## src/spi_rom_pkg.sv

```systemverilog
// Purpose: Shared constants and types for the serial EEPROM read link.
// Assumes: Both ends run on sys_clk at 100 MHz; the link clock is made by the host end.
// Notes: Timing counts derive from printed times and the system clock rate.
package spi_rom_pkg;
    localparam int SYS_CLK_MHZ = 100;
    localparam int ADDR_W = 8;
    localparam int DATA_W = 8;
    localparam int MEM_DEPTH = 256;
    localparam logic [7:0] READ_CODE = 8'h03;
    localparam logic [7:0] READ_MASK = 8'hF7;
    localparam logic [7:0] WRITE_CODE = 8'h02;
    localparam int WRITE_CYCLE_MS = 5;
    localparam int WRITE_CYCLE_CYC = WRITE_CYCLE_MS * 1000 * SYS_CLK_MHZ;
    localparam int SCK_HALF_DIV = 4;
    localparam int FIFO_DEPTH = 32;
    localparam logic [ADDR_W-1:0] ADDR_RESET = 8'h00;
    typedef enum logic [3:0] {
        DEV_IDLE = 4'b0001,
        DEV_INSTR = 4'b0010,
        DEV_ADDR = 4'b0100,
        DEV_DATA = 4'b1000
    } dev_state_t;
    typedef enum logic [3:0] {
        HST_IDLE = 4'b0001,
        HST_LOW = 4'b0010,
        HST_HIGH = 4'b0100,
        HST_DONE = 4'b1000
    } hst_state_t;
endpackage : spi_rom_pkg

```

## src/spi_rom_if.sv

```systemverilog
// Purpose: Serial link between the host end and the EEPROM end.
// Assumes: The testbench resolves the serial output wire from its enable on link1; on link2 it is so_o.
// Notes: No clocking block; both ends sample the wires on sys_clk.
interface spi_rom_if;
    logic sck;
    logic cs_n;
    logic si;
    logic hold_n;
    logic so_o;
    logic so_oe;
    logic so;
    modport device (input sck, input cs_n, input si, input hold_n, output so_o, output so_oe);
    modport host (output sck, output cs_n, output si, output hold_n, input so);
endinterface : spi_rom_if

```

## src/spi_rom_fifo.sv

```systemverilog
// Purpose: Parameterised FIFO holding bytes the host end has read.
// Assumes: One clock; valid and ready on both sides.
// Notes: Full and empty come from a count, so both are exact.
module spi_rom_fifo #(
    parameter int WIDTH = 8,
    parameter int DEPTH = 32
) (
    input wire logic sys_clk,
    input wire logic rstn,
    input wire logic in_valid,
    output logic in_ready,
    input wire logic [WIDTH-1:0] in_data,
    output logic out_valid,
    input wire logic out_ready,
    output logic [WIDTH-1:0] out_data
);
    localparam int AW = $clog2(DEPTH);
    logic [WIDTH-1:0] mem [DEPTH];
    logic [AW-1:0] wr_reg, wr_next, rd_reg, rd_next;
    logic [AW:0] cnt_reg, cnt_next;
    logic push, pop;
    always_comb begin
        push = in_valid && in_ready;
        pop = out_valid && out_ready;
        wr_next = push ? AW'((wr_reg + 1'b1) % DEPTH) : wr_reg;
        rd_next = pop ? AW'((rd_reg + 1'b1) % DEPTH) : rd_reg;
        cnt_next = cnt_reg + (AW+1)'(push) - (AW+1)'(pop);
    end
    always_ff @(posedge sys_clk or negedge rstn) begin
        if (!rstn) begin
            wr_reg <= '0;
            rd_reg <= '0;
            cnt_reg <= '0;
        end else begin
            wr_reg <= wr_next;
            rd_reg <= rd_next;
            cnt_reg <= cnt_next;
        end
    end
    always_ff @(posedge sys_clk) begin
        if (push) begin
            mem[wr_reg] <= in_data;
        end
    end
    assign in_ready = (cnt_reg != (AW+1)'(DEPTH));
    assign out_valid = (cnt_reg != '0);
    assign out_data = mem[rd_reg];
endmodule : spi_rom_fifo

```

## src/spi_rom_host.sv

```systemverilog
// Purpose: Host end: issues a read of N bytes from a start address, queues data.
// Assumes: Link clock is divided from sys_clk; device output passes three stages.
// Notes: FIFO back-pressure parks the link clock low between bytes.
module spi_rom_host #(
    parameter int HALF_DIV = spi_rom_pkg::SCK_HALF_DIV,
    parameter int DEPTH = spi_rom_pkg::FIFO_DEPTH
) (
    input wire logic sys_clk,
    input wire logic rstn,
    spi_rom_if.host link,
    input wire logic start,
    input wire logic [spi_rom_pkg::ADDR_W-1:0] start_addr,
    input wire logic [15:0] byte_count,
    input wire logic pause,
    output logic busy,
    output logic rd_valid,
    input wire logic rd_ready,
    output logic [spi_rom_pkg::DATA_W-1:0] rd_data
);
    import spi_rom_pkg::*;
    hst_state_t st_reg, st_next;
    logic [7:0] div_reg, div_next;
    logic [5:0] bit_reg, bit_next;
    logic [15:0] left_reg, left_next;
    logic [15:0] tx_reg, tx_next;
    logic [7:0] rx_reg, rx_next;
    logic sck_reg, sck_next, cs_reg, cs_next, si_reg, si_next;
    logic hold_reg, hold_next;
    logic [2:0] so_s;
    logic so_reg, so_next;
    logic push, fifo_ready, tick, in_data_phase;
    always_ff @(posedge sys_clk or negedge rstn) begin
        if (!rstn) begin
            so_s <= 3'h0;
        end else begin
            so_s <= {so_s[1:0], link.so};
        end
    end
    always_comb begin
        so_next = (so_s[1] == so_s[2]) ? so_s[2] : so_reg;
        tick = (div_reg == 8'(HALF_DIV - 1));
        in_data_phase = (bit_reg >= 6'd16);
        st_next = st_reg;
        div_next = tick ? 8'h00 : div_reg + 8'h01;
        bit_next = bit_reg;
        left_next = left_reg;
        tx_next = tx_reg;
        rx_next = rx_reg;
        sck_next = sck_reg;
        cs_next = cs_reg;
        si_next = si_reg;
        hold_next = hold_reg;
        push = 1'b0;
        case (st_reg)
            HST_IDLE: begin
                cs_next = 1'b1;
                hold_next = 1'b1;
                if (start && byte_count != 16'h0) begin
                    st_next = HST_LOW;
                    cs_next = 1'b0;
                    tx_next = {READ_CODE, start_addr};
                    si_next = READ_CODE[7];
                    left_next = byte_count;
                    bit_next = 6'd0;
                    div_next = 8'h00;
                end
            end
            HST_LOW: begin
                // Pause only enters with the clock low, so the device never misses a fall
                hold_next = !pause;
                // Clock stays low while paused or when no room remains for a byte
                if (tick && hold_reg && !pause && (!in_data_phase || fifo_ready)) begin
                    sck_next = 1'b1;
                    st_next = HST_HIGH;
                end
            end
            HST_HIGH: begin
                if (tick) begin
                    // Sampled late: the device answers a fall through two synchronisers
                    if (in_data_phase) begin
                        rx_next = {rx_reg[6:0], so_next};
                    end
                    sck_next = 1'b0;
                    bit_next = bit_reg + 6'd1;
                    tx_next = {tx_reg[14:0], 1'b0};
                    si_next = tx_reg[14];
                    st_next = HST_LOW;
                    if (in_data_phase && bit_reg[2:0] == 3'h7) begin
                        push = 1'b1;
                        left_next = left_reg - 16'h1;
                        bit_next = 6'd16;
                        if (left_reg == 16'h1) begin
                            st_next = HST_DONE;
                        end
                    end
                end
            end
            HST_DONE: begin
                hold_next = 1'b1;
                if (tick) begin
                    cs_next = 1'b1;
                    st_next = HST_IDLE;
                end
            end
            default: st_next = HST_IDLE;
        endcase
    end
    always_ff @(posedge sys_clk or negedge rstn) begin
        if (!rstn) begin
            st_reg <= HST_IDLE;
            div_reg <= 8'h00;
            bit_reg <= 6'd0;
            left_reg <= 16'h0;
            tx_reg <= 16'h0;
            rx_reg <= 8'h00;
            sck_reg <= 1'b0;
            cs_reg <= 1'b1;
            si_reg <= 1'b0;
            so_reg <= 1'b0;
            hold_reg <= 1'b1;
        end else begin
            hold_reg <= hold_next;
            st_reg <= st_next;
            div_reg <= div_next;
            bit_reg <= bit_next;
            left_reg <= left_next;
            tx_reg <= tx_next;
            rx_reg <= rx_next;
            sck_reg <= sck_next;
            cs_reg <= cs_next;
            si_reg <= si_next;
            so_reg <= so_next;
        end
    end
    spi_rom_fifo #(.WIDTH(DATA_W), .DEPTH(DEPTH)) rx_fifo (
        .sys_clk(sys_clk),
        .rstn(rstn),
        .in_valid(push),
        .in_ready(fifo_ready),
        .in_data(rx_next),
        .out_valid(rd_valid),
        .out_ready(rd_ready),
        .out_data(rd_data)
    );
    assign link.sck = sck_reg;
    assign link.cs_n = cs_reg;
    assign link.si = si_reg;
    assign link.hold_n = hold_reg;
    assign busy = (st_reg != HST_IDLE);
endmodule : spi_rom_host

```

## src/flat_wrapper.sv

```systemverilog
// flat-port wrapper written by rule: the top's interface ports become plain ports
module spi_rom_host_flat import spi_rom_pkg::*;
#(
    parameter int HALF_DIV = spi_rom_pkg::SCK_HALF_DIV,
    parameter int DEPTH = spi_rom_pkg::FIFO_DEPTH
)
  (sys_clk, rstn, start, start_addr, byte_count, pause, busy, rd_valid, rd_ready, rd_data, link_sck, link_cs_n, link_si, link_hold_n, link_so);
  spi_rom_if link_i ();
  input wire logic sys_clk;
  input wire logic rstn;
  input wire logic start;
  input wire logic [spi_rom_pkg::ADDR_W-1:0] start_addr;
  input wire logic [15:0] byte_count;
  input wire logic pause;
  output logic busy;
  output logic rd_valid;
  input wire logic rd_ready;
  output logic [spi_rom_pkg::DATA_W-1:0] rd_data;
  output wire logic [$bits(link_i.sck)-1:0] link_sck;
  output wire logic [$bits(link_i.cs_n)-1:0] link_cs_n;
  output wire logic [$bits(link_i.si)-1:0] link_si;
  output wire logic [$bits(link_i.hold_n)-1:0] link_hold_n;
  input wire logic [$bits(link_i.so)-1:0] link_so;
  assign link_sck = link_i.sck;
  assign link_cs_n = link_i.cs_n;
  assign link_si = link_i.si;
  assign link_hold_n = link_i.hold_n;
  assign link_i.so = link_so;
  spi_rom_host #(.HALF_DIV(HALF_DIV), .DEPTH(DEPTH)) u_core (.sys_clk(sys_clk), .rstn(rstn), .link(link_i), .start(start), .start_addr(start_addr), .byte_count(byte_count), .pause(pause), .busy(busy), .rd_valid(rd_valid), .rd_ready(rd_ready), .rd_data(rd_data));
endmodule
```

## config.mk

```make
export PLATFORM = sky130hd
export DESIGN_NAME = spi_rom_host_flat
export DESIGN_NICKNAME = d
export VERILOG_FILES = /design/src/spi_rom_pkg.sv /design/src/spi_rom_if.sv /design/src/spi_rom_fifo.sv /design/src/spi_rom_host.sv /design/src/flat_wrapper.sv
export SDC_FILE = /design/constraint.sdc
export NUM_CORES = 1
export LEC_CHECK = 0
export ABC_CLOCK_PERIOD_IN_PS = 4500
export BUFFER_PORTS_ARGS = -buffer_cell sky130_fd_sc_hd__buf_2
export CORE_ASPECT_RATIO = 0.9
export CORE_MARGIN = 4
export CORE_UTILIZATION = 52
export CTS_BUF_LIST = sky130_fd_sc_hd__clkbuf_4
export DETAILED_ROUTE_END_ITERATION = 10
export PLACE_DENSITY_LB_ADDON = 0.05
export RECOVER_POWER = 100
export SYNTH_ARGS = -nofsm -noshare
export SYNTH_HDL_FRONTEND = slang
export SYNTH_SLANG_ARGS = --single-unit
export TNS_END_PERCENT = 10
```

## constraint.sdc

```tcl
create_clock -name sys_clk -period 4.5 [get_ports sys_clk]
set_clock_uncertainty 0.05 [all_clocks]
set_input_delay 0.225 -clock sys_clk [delete_from_list [all_inputs] [get_ports sys_clk]]
set_output_delay 0.225 -clock sys_clk [all_outputs]
set_load 0.01 [all_outputs]
```

==> metrics.txt, run 1 <==
# TYPE chip_impl_metric gauge
chip_impl_metric{name="synthCells",unit=""} 893
chip_impl_info{name="cp_top_family",value="simple AND/OR/NAND/NOR gates"} 1
chip_impl_info{name="synth_commonest_cells",value="256 x edfxtp_1, 78 x dfrtp_1, 64 x nor2_1, 56 x mux4_2, 56 x nand2_1"} 1
chip_impl_metric{name="postRouteWirelength",unit="mm"} 29.2
chip_impl_metric{name="fmax",unit="MHz"} 264
chip_impl_metric{name="grt_first_pass_wirelength",unit="mm"} 46.3
chip_impl_metric{name="report.power.total",unit="uW"} 8090
chip_impl_metric{name="ir_worst_vdd",unit="mV"} 0.333
chip_impl_metric{name="synth-seq-area-share",unit="%"} 68.6
chip_impl_metric{name="ff2ff_path_depth",unit=""} 14
chip_impl_metric{name="detailroute.via_count",unit=""} 8250
chip_impl_metric{name="relSlewSlack",unit="%"} -108
chip_impl_metric{name="post_cts_resized",unit=""} 0
chip_impl_metric{name="effective_utilization_at_floorplan",unit="%"} 52.7
chip_impl_metric{name="synthSimpleGateAreaFrac",unit="%"} 7.45
chip_impl_metric{name="synth_fa_ha_area_share",unit="%"} 1.89
chip_impl_metric{name="pwr-share-seq",unit="%"} 47.8
chip_impl_metric{name="cp.buffers_inverters",unit=""} 4
chip_impl_info{name="status",value="complete, but fails checks"} 1
chip_impl_metric{name="route.detailed.vias_per_inst",unit=""} 5.73
chip_impl_metric{name="tritoncts_num_sinks",unit=""} 337
chip_impl_metric{name="post_layout_util",unit="%"} 59.8
chip_impl_info{name="crit_type",value="reg -> reg"} 1
chip_impl_metric{name="largest_net_degree_at_the_start_of_global_routing",unit=""} 58
chip_impl_metric{name="placed_cell_area",unit="um^2"} 14700
chip_impl_info{name="hold_path.startpoint",value="rd_ready"} 1
chip_impl_metric{name="slew_viols_final",unit=""} 89
chip_impl_metric{name="design.portCount",unit=""} 44
chip_impl_metric{name="post-route-cell-area",unit="um^2"} 16100
chip_impl_metric{name="antenna_violating_nets_remaining",unit=""} 0
chip_impl_metric{name="synth_warnings",unit=""} 0
chip_impl_metric{name="max_slew.worst_pin.slew",unit="ns"} 3.12
chip_impl_info{name="crit-reg2reg-capture",value="u_core.rx_fifo.cnt_reg[4]"} 1
chip_impl_metric{name="final_min_period_over_clock_period",unit="%"} 84.3
chip_impl_metric{name="fill_cells",unit=""} 2005
chip_impl_metric{name="clkPwrFrac",unit="%"} 33.8
chip_impl_metric{name="setup_tns",unit="ns"} 0
chip_impl_metric{name="fraction_of_layout_cells_with_a_size_suffix_above_1",unit="%"} 23.0
chip_impl_metric{name="regToRegSetupSlack",unit="ns"} 0.70
chip_impl_metric{name="finalWorstPathRequiredPeriod",unit="ns"} 3.80
chip_impl_info{name="timing.critical_path.from_type",value="flop"} 1
chip_impl_metric{name="hold_viol",unit=""} 0
chip_impl_metric{name="num_cts_buffers",unit=""} 83
chip_impl_metric{name="post-place-cells",unit=""} 1255
chip_impl_metric{name="synthMuxAreaShare",unit="%"} 12.6
chip_impl_metric{name="grt_pass1_vias",unit=""} 8510
chip_impl_metric{name="pwr-share-comb",unit="%"} 18.4
chip_impl_info{name="hold_end",value="u_core.rx_fifo.rd_reg[0]"} 1
chip_impl_metric{name="synth-compound-area-share",unit="%"} 6.00
chip_impl_metric{name="finish.cell_count_without_fillers",unit=""} 1440
chip_impl_metric{name="synth_xor_xnor_area_share",unit="%"} 1.24
chip_impl_metric{name="globalRouteTotalUtil",unit="%"} 20.0
chip_impl_info{name="hold_path.class",value="in -> reg"} 1
chip_impl_metric{name="postSynthNetCount",unit=""} 943
chip_impl_info{name="commonest_register_cell_after_synthesis",value="edfxtp_1"} 1
chip_impl_metric{name="synth_enable_flop_cells",unit=""} 256
chip_impl_info{name="rsz0062_at_grt",value="false"} 1
chip_impl_metric{name="synth_area_per_cell",unit="um^2"} 15.9
chip_impl_metric{name="antenna_found_initial",unit=""} 1
chip_impl_metric{name="critPathMaxStageDelay",unit="ns"} 0.87
chip_impl_metric{name="p_sw_share",unit="%"} 28.8
chip_impl_info{name="library_cell_used_as_clock_root_buffer",value="clkbuf_4"} 1
chip_impl_metric{name="firstDrtPassIters",unit=""} 5
chip_impl_metric{name="postSynth.asyncResetShare",unit="%"} 24.0
chip_impl_metric{name="count_of_h_tree_levels_built_during_cts",unit=""} 3
chip_impl_info{name="ys_top_cells_by_area",value="edfxtp_1 54%, dfrtp_1 14%, mux4_2 8.9%, mux2i_1 2.3%, nor2_1 1.7%"} 1
chip_impl_metric{name="hold-path-cell-count",unit=""} 3
chip_impl_metric{name="p_leak",unit="uW"} 0.00574
chip_impl_metric{name="clk_pin_slew_worst_paths",unit="ns"} 0.07
chip_impl_info{name="netlist.top_cell.by_area",value="edfxtp_1"} 1
chip_impl_info{name="violations",value="capacitance limit, slew limit"} 1
chip_impl_info{name="synth_top_family_by_area",value="multiplexers"} 1
chip_impl_info{name="cpMaxStageDelayCell",value="or4b_1"} 1
chip_impl_metric{name="core-area",unit="um^2"} 26900
chip_impl_metric{name="crit_fanout",unit=""} 20
chip_impl_metric{name="die_area",unit="um^2"} 29900
chip_impl_metric{name="synth_largest_type_area_fraction",unit="%"} 54.3
chip_impl_metric{name="worstSkewPairLatency",unit="ns"} 0.66
chip_impl_info{name="end_kind",value="flop"} 1
chip_impl_metric{name="drt-initial-drc-count",unit=""} 645
chip_impl_info{name="post-synth-top-count-cell",value="edfxtp_1"} 1
chip_impl_metric{name="post-route-drc-count",unit=""} 0
chip_impl_metric{name="dieWidth",unit="um"} 182
chip_impl_metric{name="setup_viol_count_final",unit=""} 0
chip_impl_metric{name="io_buffer_count",unit=""} 43
chip_impl_metric{name="finalWeightedCongestion",unit=""} 0.812
chip_impl_metric{name="synth.lib_cells_used.distinct",unit=""} 64
chip_impl_metric{name="dieHeight",unit="um"} 165
chip_impl_metric{name="number_of_buffers_on_the_longest_clock_path",unit=""} 3
chip_impl_metric{name="globalRoute.totalOverflow",unit=""} 0
chip_impl_metric{name="synth-seq-cells",unit=""} 337
chip_impl_metric{name="p_per_area",unit="nW/um^2"} 503
chip_impl_info{name="tritoncts",value="yes"} 1
chip_impl_metric{name="cell_internal_pwr",unit="uW"} 5760
chip_impl_metric{name="worst_ep_arrival_time",unit="ns"} 4.27
chip_impl_info{name="worst_r2r_startpoint",value="u_core.st_reg[1]"} 1
chip_impl_info{name="setup.worst_path.start",value="u_core.st_reg[1]"} 1
chip_impl_metric{name="synth.cell_area",unit="um^2"} 14200
chip_impl_metric{name="fin_nets",unit=""} 1064
chip_impl_metric{name="dp_hpwl",unit="mm"} 18.5
chip_impl_metric{name="num_rows",unit=""} 57
chip_impl_metric{name="critical_path_required",unit="ns"} 4.98
chip_impl_metric{name="ctsHoldBuffers",unit=""} 28
chip_impl_metric{name="switchingPower",unit="uW"} 2330
chip_impl_metric{name="route.detailed.wl_per_inst",unit="um"} 20.3
chip_impl_metric{name="largest_register_ff_count",unit=""} 256
chip_impl_info{name="timing.critical_path.cells",value="or4b_1, nor2_1, and3b_1, inv_1, ha_1, inv_1, ha_1, inv_1, fa_1, inv_1, a21oi_1, nor2_1, nor2_1, xnor2_1"} 1
chip_impl_info{name="cp_common_cell",value="inv_1"} 1
chip_impl_metric{name="post-cts-setup-buffer-count",unit=""} 0
chip_impl_metric{name="flow.area_growth_from_synthesis",unit="%"} 13.5
chip_impl_metric{name="drv.max_cap_violation_count",unit=""} 2
[logic make-up after synthesis]
family	Yosys count
buffers and inverters	66
AO/OA/AOI/OAI	130
flip-flops	337
AND/OR/NAND/NOR	213
adder cells (fa/ha/maj)	21
multiplexers	106
XOR/XNOR	20
[power groups by stage]
stage | Sequential (uW) | Clock (uW) | Combinational [uW]
after floorplan | 3720 | 0 | 1340
after global placement | 3920 | 0 | 1470
after detailed placement | 3930 | 0 | 1510
after CTS | 3870 | 2820 | 1530
after global routing | 3910 | 3000 | 1650
final | 3860 | 2730 | 1490
[worst reg2reg max path, cell delays in order, from the launching register on]
cell and delay (ns):
dfrtp_1 0.47, or4b_1 0.87, nor2_1 0.37, and3b_1 0.44
inv_1 0.09, ha_1 0.29, inv_1 0.06, ha_1 0.16
inv_1 0.06, fa_1 0.43, inv_1 0.08, a21oi_1 0.06
nor2_1 0.08, nor2_1 0.06, xnor2_1 0.12
[per-stage QoR]
stage	setup slack, ns	hold slack [ns]
floorplan	1.46	-0.121
global placement	0.703	0.276
detailed placement	0.640	0.285
CTS	0.614	0.0288
global route	0.343	0.0948
finish	0.705	0.0657
[placed cells by master (no fill, tap or decap), types with 4 or more instances in the layout]
master and count:
edfxtp_1 256, clkbuf_4 125, dfrtp_1 76, nor2_1 66, nand2_1 60, mux4_2 56, a21oi_1 36, mux2i_1 32
buf_2 29, o21ai_0 28, dlygate4sd3_1 28, inv_1 22, ha_1 19, clkinv_1 17, nand3_1 16, o22ai_1 16
clkbuf_1 15, xnor2_1 13, nor2b_1 11, nand4_1 9, mux2_2 9, a31oi_1 9, mux2_1 9, nor3_1 8
a221oi_1 8, and3_1 7, xor2_1 7, clkinv_2 7, nor4_1 6, a2111oi_0 6, buf_4 6, or3_1 5
o31ai_1 5, bufinv_16 5, nand2b_1 4, o32ai_1 4, or4_1 4
[layer usage]
| metal | global-route usage, % | up-vias | share of wire (%) |
|---|---|---|---|
| li1 | - | 3779 | - |
| met1 | 26.7 | 4107 | 42 |
| met2 | 33.3 | 311 | 50 |
| met3 | 4.45 | 53 | 6.4 |
| met4 | 6.28 | 0 | 1.7 |
| met5 | 0 | - | 0 |
[layout make-up]
class / instances / area (um^2) / area share [%]
Inverter: 23 / 86.3 / 0.537
Multi-Input combinational cell: 490 / 4080 / 25.4
Sequential cell: 337 / 9720 / 60.5
Clock buffer: 125 / 938 / 5.84
Timing Repair Buffer: 79 / 532 / 3.31
Tap cell: 354 / 443 / 2.76
Clock inverter: 31 / 260 / 1.62
Antenna cell: 1 / 2.50 / 0.0156
[worst max path at each step]
| stage | endpoint | slack [ns] | depth (start not counted) |
|---|---|---|---|
| floorplan | u_core.rx_fifo.cnt_reg[4] | 1.46 | 16 |
| global placement | u_core.rx_fifo.cnt_reg[4] | 0.70 | 14 |
| detailed placement | u_core.rx_fifo.cnt_reg[4] | 0.64 | 14 |
| CTS | rd_data[2] | 0.61 | 5 |
| global route | u_core.bit_reg[3] | 0.34 | 6 |
| finish | u_core.rx_fifo.cnt_reg[4] | 0.70 | 14 |
Power figures use the tool's default switching activity.
==> run 2: changes to the inputs <==
Settings changed: ABC_CLOCK_PERIOD_IN_PS 4500 to 3800.
Clock period 4.5 ns to 3.8 ns, I/O delays scaled along.
==> run 2 against run 1 <==
  * The run still ends with capacitance limit, slew limit left
  * Flip-flop and latch count unchanged
  * Combinational power up 24%
  * Routed wire length up 5.9%
  * Core utilization down 0.079 points
  * Register-to-register slack worse by 0.33 ns
  * Sequential power up 19%
  * Non-clock buffer count up 25
  * Sequential share of layout area up 0.080 points
  * Clock-buffer cell count down 3
  * Final cell count up 1.0%
  * First-iteration DRC count up 3.9%
  * Critical path type is now reg -> out
  * Highest routed layer unchanged
==> metrics.txt, run 2 (synthesis gave the netlist of run 1 again) <==
# TYPE chip_impl_metric gauge
chip_impl_metric{name="setup_tns",unit="ns"} 0
chip_impl_metric{name="route.detailed.vias_per_inst",unit=""} 5.75
chip_impl_info{name="cpMaxStageDelayCell",value="dfrtp_4"} 1
chip_impl_metric{name="hold_viol",unit=""} 0
chip_impl_metric{name="dieHeight",unit="um"} 165
chip_impl_metric{name="drv.max_cap_violation_count",unit=""} 1
chip_impl_metric{name="globalRoute.totalOverflow",unit=""} 0
chip_impl_info{name="timing.critical_path.cells",value="mux4_2, mux2_2, a2111oi_0, a221oi_1, clkbuf_2"} 1
chip_impl_metric{name="pwr-share-comb",unit="%"} 19.7
chip_impl_metric{name="globalRouteTotalUtil",unit="%"} 20.9
chip_impl_metric{name="firstDrtPassIters",unit=""} 5
chip_impl_metric{name="post_layout_util",unit="%"} 59.7
chip_impl_metric{name="pre_cts_slack",unit="ns"} 0.636
chip_impl_metric{name="fraction_of_layout_cells_with_a_size_suffix_above_1",unit="%"} 23.4
chip_impl_metric{name="hold-worst-slack",unit="ns"} 0.142
chip_impl_info{name="timing.critical_path.from_type",value="flop"} 1
chip_impl_metric{name="largest_net_degree_at_the_start_of_global_routing",unit=""} 82
chip_impl_metric{name="num_cts_buffers",unit=""} 86
chip_impl_metric{name="dp_hpwl",unit="mm"} 19.1
chip_impl_metric{name="ir_worst_vdd",unit="mV"} 0.325
chip_impl_metric{name="grt_first_pass_wirelength",unit="mm"} 48.0
chip_impl_metric{name="count_of_h_tree_levels_built_during_cts",unit=""} 3
chip_impl_metric{name="p_sw_share",unit="%"} 30.2
chip_impl_metric{name="p_per_area",unit="nW/um^2"} 584
chip_impl_metric{name="cell_internal_pwr",unit="uW"} 6550
chip_impl_metric{name="io_buffer_count",unit=""} 43
chip_impl_metric{name="drt-initial-drc-count",unit=""} 670
chip_impl_metric{name="slew_viols_final",unit=""} 82
chip_impl_metric{name="fin_nets",unit=""} 1092
chip_impl_metric{name="number_of_buffers_on_the_longest_clock_path",unit=""} 3
chip_impl_info{name="library_cell_used_as_clock_root_buffer",value="clkbuf_4"} 1
chip_impl_metric{name="p_leak",unit="uW"} 0.00571
chip_impl_metric{name="pwr-share-seq",unit="%"} 48.9
chip_impl_metric{name="crit_fanout",unit=""} 24
chip_impl_metric{name="switchingPower",unit="uW"} 2830
chip_impl_metric{name="post-cts-setup-buffer-count",unit=""} 0
chip_impl_info{name="end_kind",value="output port"} 1
chip_impl_metric{name="post-route-drc-count",unit=""} 0
chip_impl_metric{name="worst_ep_arrival_time",unit="ns"} 3.31
chip_impl_metric{name="largest_register_ff_count",unit=""} 256
chip_impl_info{name="tritoncts",value="yes"} 1
chip_impl_metric{name="postRouteWirelength",unit="mm"} 30.9
chip_impl_metric{name="finalWorstPathRequiredPeriod",unit="ns"} 3.55
chip_impl_metric{name="antenna_violating_nets_remaining",unit=""} 0
chip_impl_metric{name="core-area",unit="um^2"} 26900
chip_impl_metric{name="tritoncts_num_sinks",unit=""} 337
chip_impl_metric{name="route.detailed.wl_per_inst",unit="um"} 21.2
chip_impl_metric{name="die_area",unit="um^2"} 29900
chip_impl_info{name="final_cell_mix",value="256 x edfxtp_1, 122 x clkbuf_4, 76 x dfrtp_1"} 1
chip_impl_metric{name="dieWidth",unit="um"} 182
chip_impl_metric{name="flow.area_growth_from_synthesis",unit="%"} 13.3
chip_impl_metric{name="effective_utilization_at_floorplan",unit="%"} 52.7
chip_impl_info{name="crit_type",value="reg -> out"} 1
chip_impl_metric{name="design.portCount",unit=""} 44
chip_impl_metric{name="relSlewSlack",unit="%"} -33.8
chip_impl_metric{name="antenna_found_initial",unit=""} 1
chip_impl_metric{name="detailroute.via_count",unit=""} 8362
chip_impl_metric{name="max_slew.worst_pin.slew",unit="ns"} 2.01
chip_impl_metric{name="finalWeightedCongestion",unit=""} 0.883
chip_impl_info{name="status",value="complete, but fails checks"} 1
chip_impl_metric{name="critPathMaxStageDelay",unit="ns"} 0.74
chip_impl_metric{name="grt_pass1_vias",unit=""} 8627
chip_impl_metric{name="final-seq-area",unit="um^2"} 9720
chip_impl_metric{name="fmax",unit="MHz"} 281
chip_impl_metric{name="num_rows",unit=""} 57
chip_impl_metric{name="clk_pin_slew_worst_paths",unit="ns"} 0.06
chip_impl_metric{name="clkPwrFrac",unit="%"} 31.3
chip_impl_metric{name="final_min_period_over_clock_period",unit="%"} 93.6
chip_impl_info{name="hold_path.class",value="in -> reg"} 1
chip_impl_metric{name="worstSkewPairLatency",unit="ns"} 0.70
chip_impl_metric{name="multi_input_combinational_cell_area",unit="um^2"} 4080
chip_impl_metric{name="critical_path_required",unit="ns"} 3.56
chip_impl_metric{name="finalWorstSetupSlack",unit="ns"} 0.245
chip_impl_metric{name="fill_cells",unit=""} 2097
chip_impl_info{name="rsz0062_at_grt",value="false"} 1
chip_impl_metric{name="setup_viol_count_final",unit=""} 0
chip_impl_info{name="layout_commonest_cell",value="edfxtp_1"} 1
chip_impl_info{name="violations",value="capacitance limit, slew limit"} 1
run 2: cell types whose count changed in the layout (fill, tap and decap cells not counted), sizes merged:
| cell | before | now |
|---|---|---|
| dlygate4sd3 | 28 | 29 |
| bufinv | 5 | 1 |
| clkinvlp | 1 | 2 |
| clkinv | 24 | 20 |
| buf | 35 | 46 |
| clkbuf | 141 | 151 |
run 2: per-layer routing:
layer / share of wire (%) / vias up / global-route usage, %
met5: 0 / - / 0
met4: 1.9 / 0 / 6.51
met3: 5.7 / 59 / 4.40
met2: 48 / 281 / 33.1
met1: 44 / 4215 / 29.7
li1: - / 3807 / -
run 2: power groups by stage:
stage | combinational [uW] | clock [uW] | sequential [uW]
global route | 2040 | 3220 | 4640
floorplan | 1590 | 0 | 4410
CTS | 1900 | 3020 | 4600
global placement | 1820 | 0 | 4650
finish | 1850 | 2940 | 4590
detailed placement | 1880 | 0 | 4670
run 2: through the flow:
| stage | instances | total power [uW] | area, um^2 |
|---|---|---|---|
| floorplan | 893 | 5990 | 14200 |
| detailed placement | 1279 | 6550 | 14800 |
| global placement | 1279 | 6470 | 14800 |
| global route | 1455 | 9900 | 16000 |
| CTS | 1454 | 9520 | 16200 |
| finish | 1455 | 9380 | 16000 |
run 2: layout make-up:
type | count | area share (%)
Sequential cell | 337 | 60.6
Multi-Input combinational cell | 490 | 25.4
Clock buffer | 122 | 5.71
Timing Repair Buffer | 104 | 4.16
Tap cell | 354 | 2.76
Clock inverter | 24 | 0.811
Inverter | 23 | 0.538
Antenna cell | 1 | 0.0156
run 2: critical path, delay by kind of cell (launching register included):
kind / cells / cell delay, ns
DFF: 1 / 0.74
buffers and inverters: 1 / 0.18
AOI/OAI and AO/OA: 2 / 0.82
muxes: 2 / 0.88
run 2: final timing paths:
| path | start | endpoint | slack [ns] | depth (start not counted) |
|---|---|---|---|---|
| min in group asynchronous | rstn | u_core.left_reg[8] | 0.55 | 2 |
| min | pause | u_core.link.hold_n | 0.14 | 3 |
| max | u_core.rx_fifo.rd_reg[0] | rd_data[1] | 0.25 | 5 |
| max in group asynchronous | rstn | u_core.rx_fifo.rd_reg[0] | 1.68 | 2 |
| min reg2reg | u_core.so_s[0] | u_core.so_s[1] | 0.31 | 0 |
| max reg2reg | u_core.div_reg[5] | u_core.rx_fifo.mem[7][1] | 0.37 | 6 |
run 2: timing repair:
item,in CTS,in global routing
resized for setup,1,3
endpoints found under the setup margin,1,3
hold buffers,29,0
hold endpoints to repair,115,0
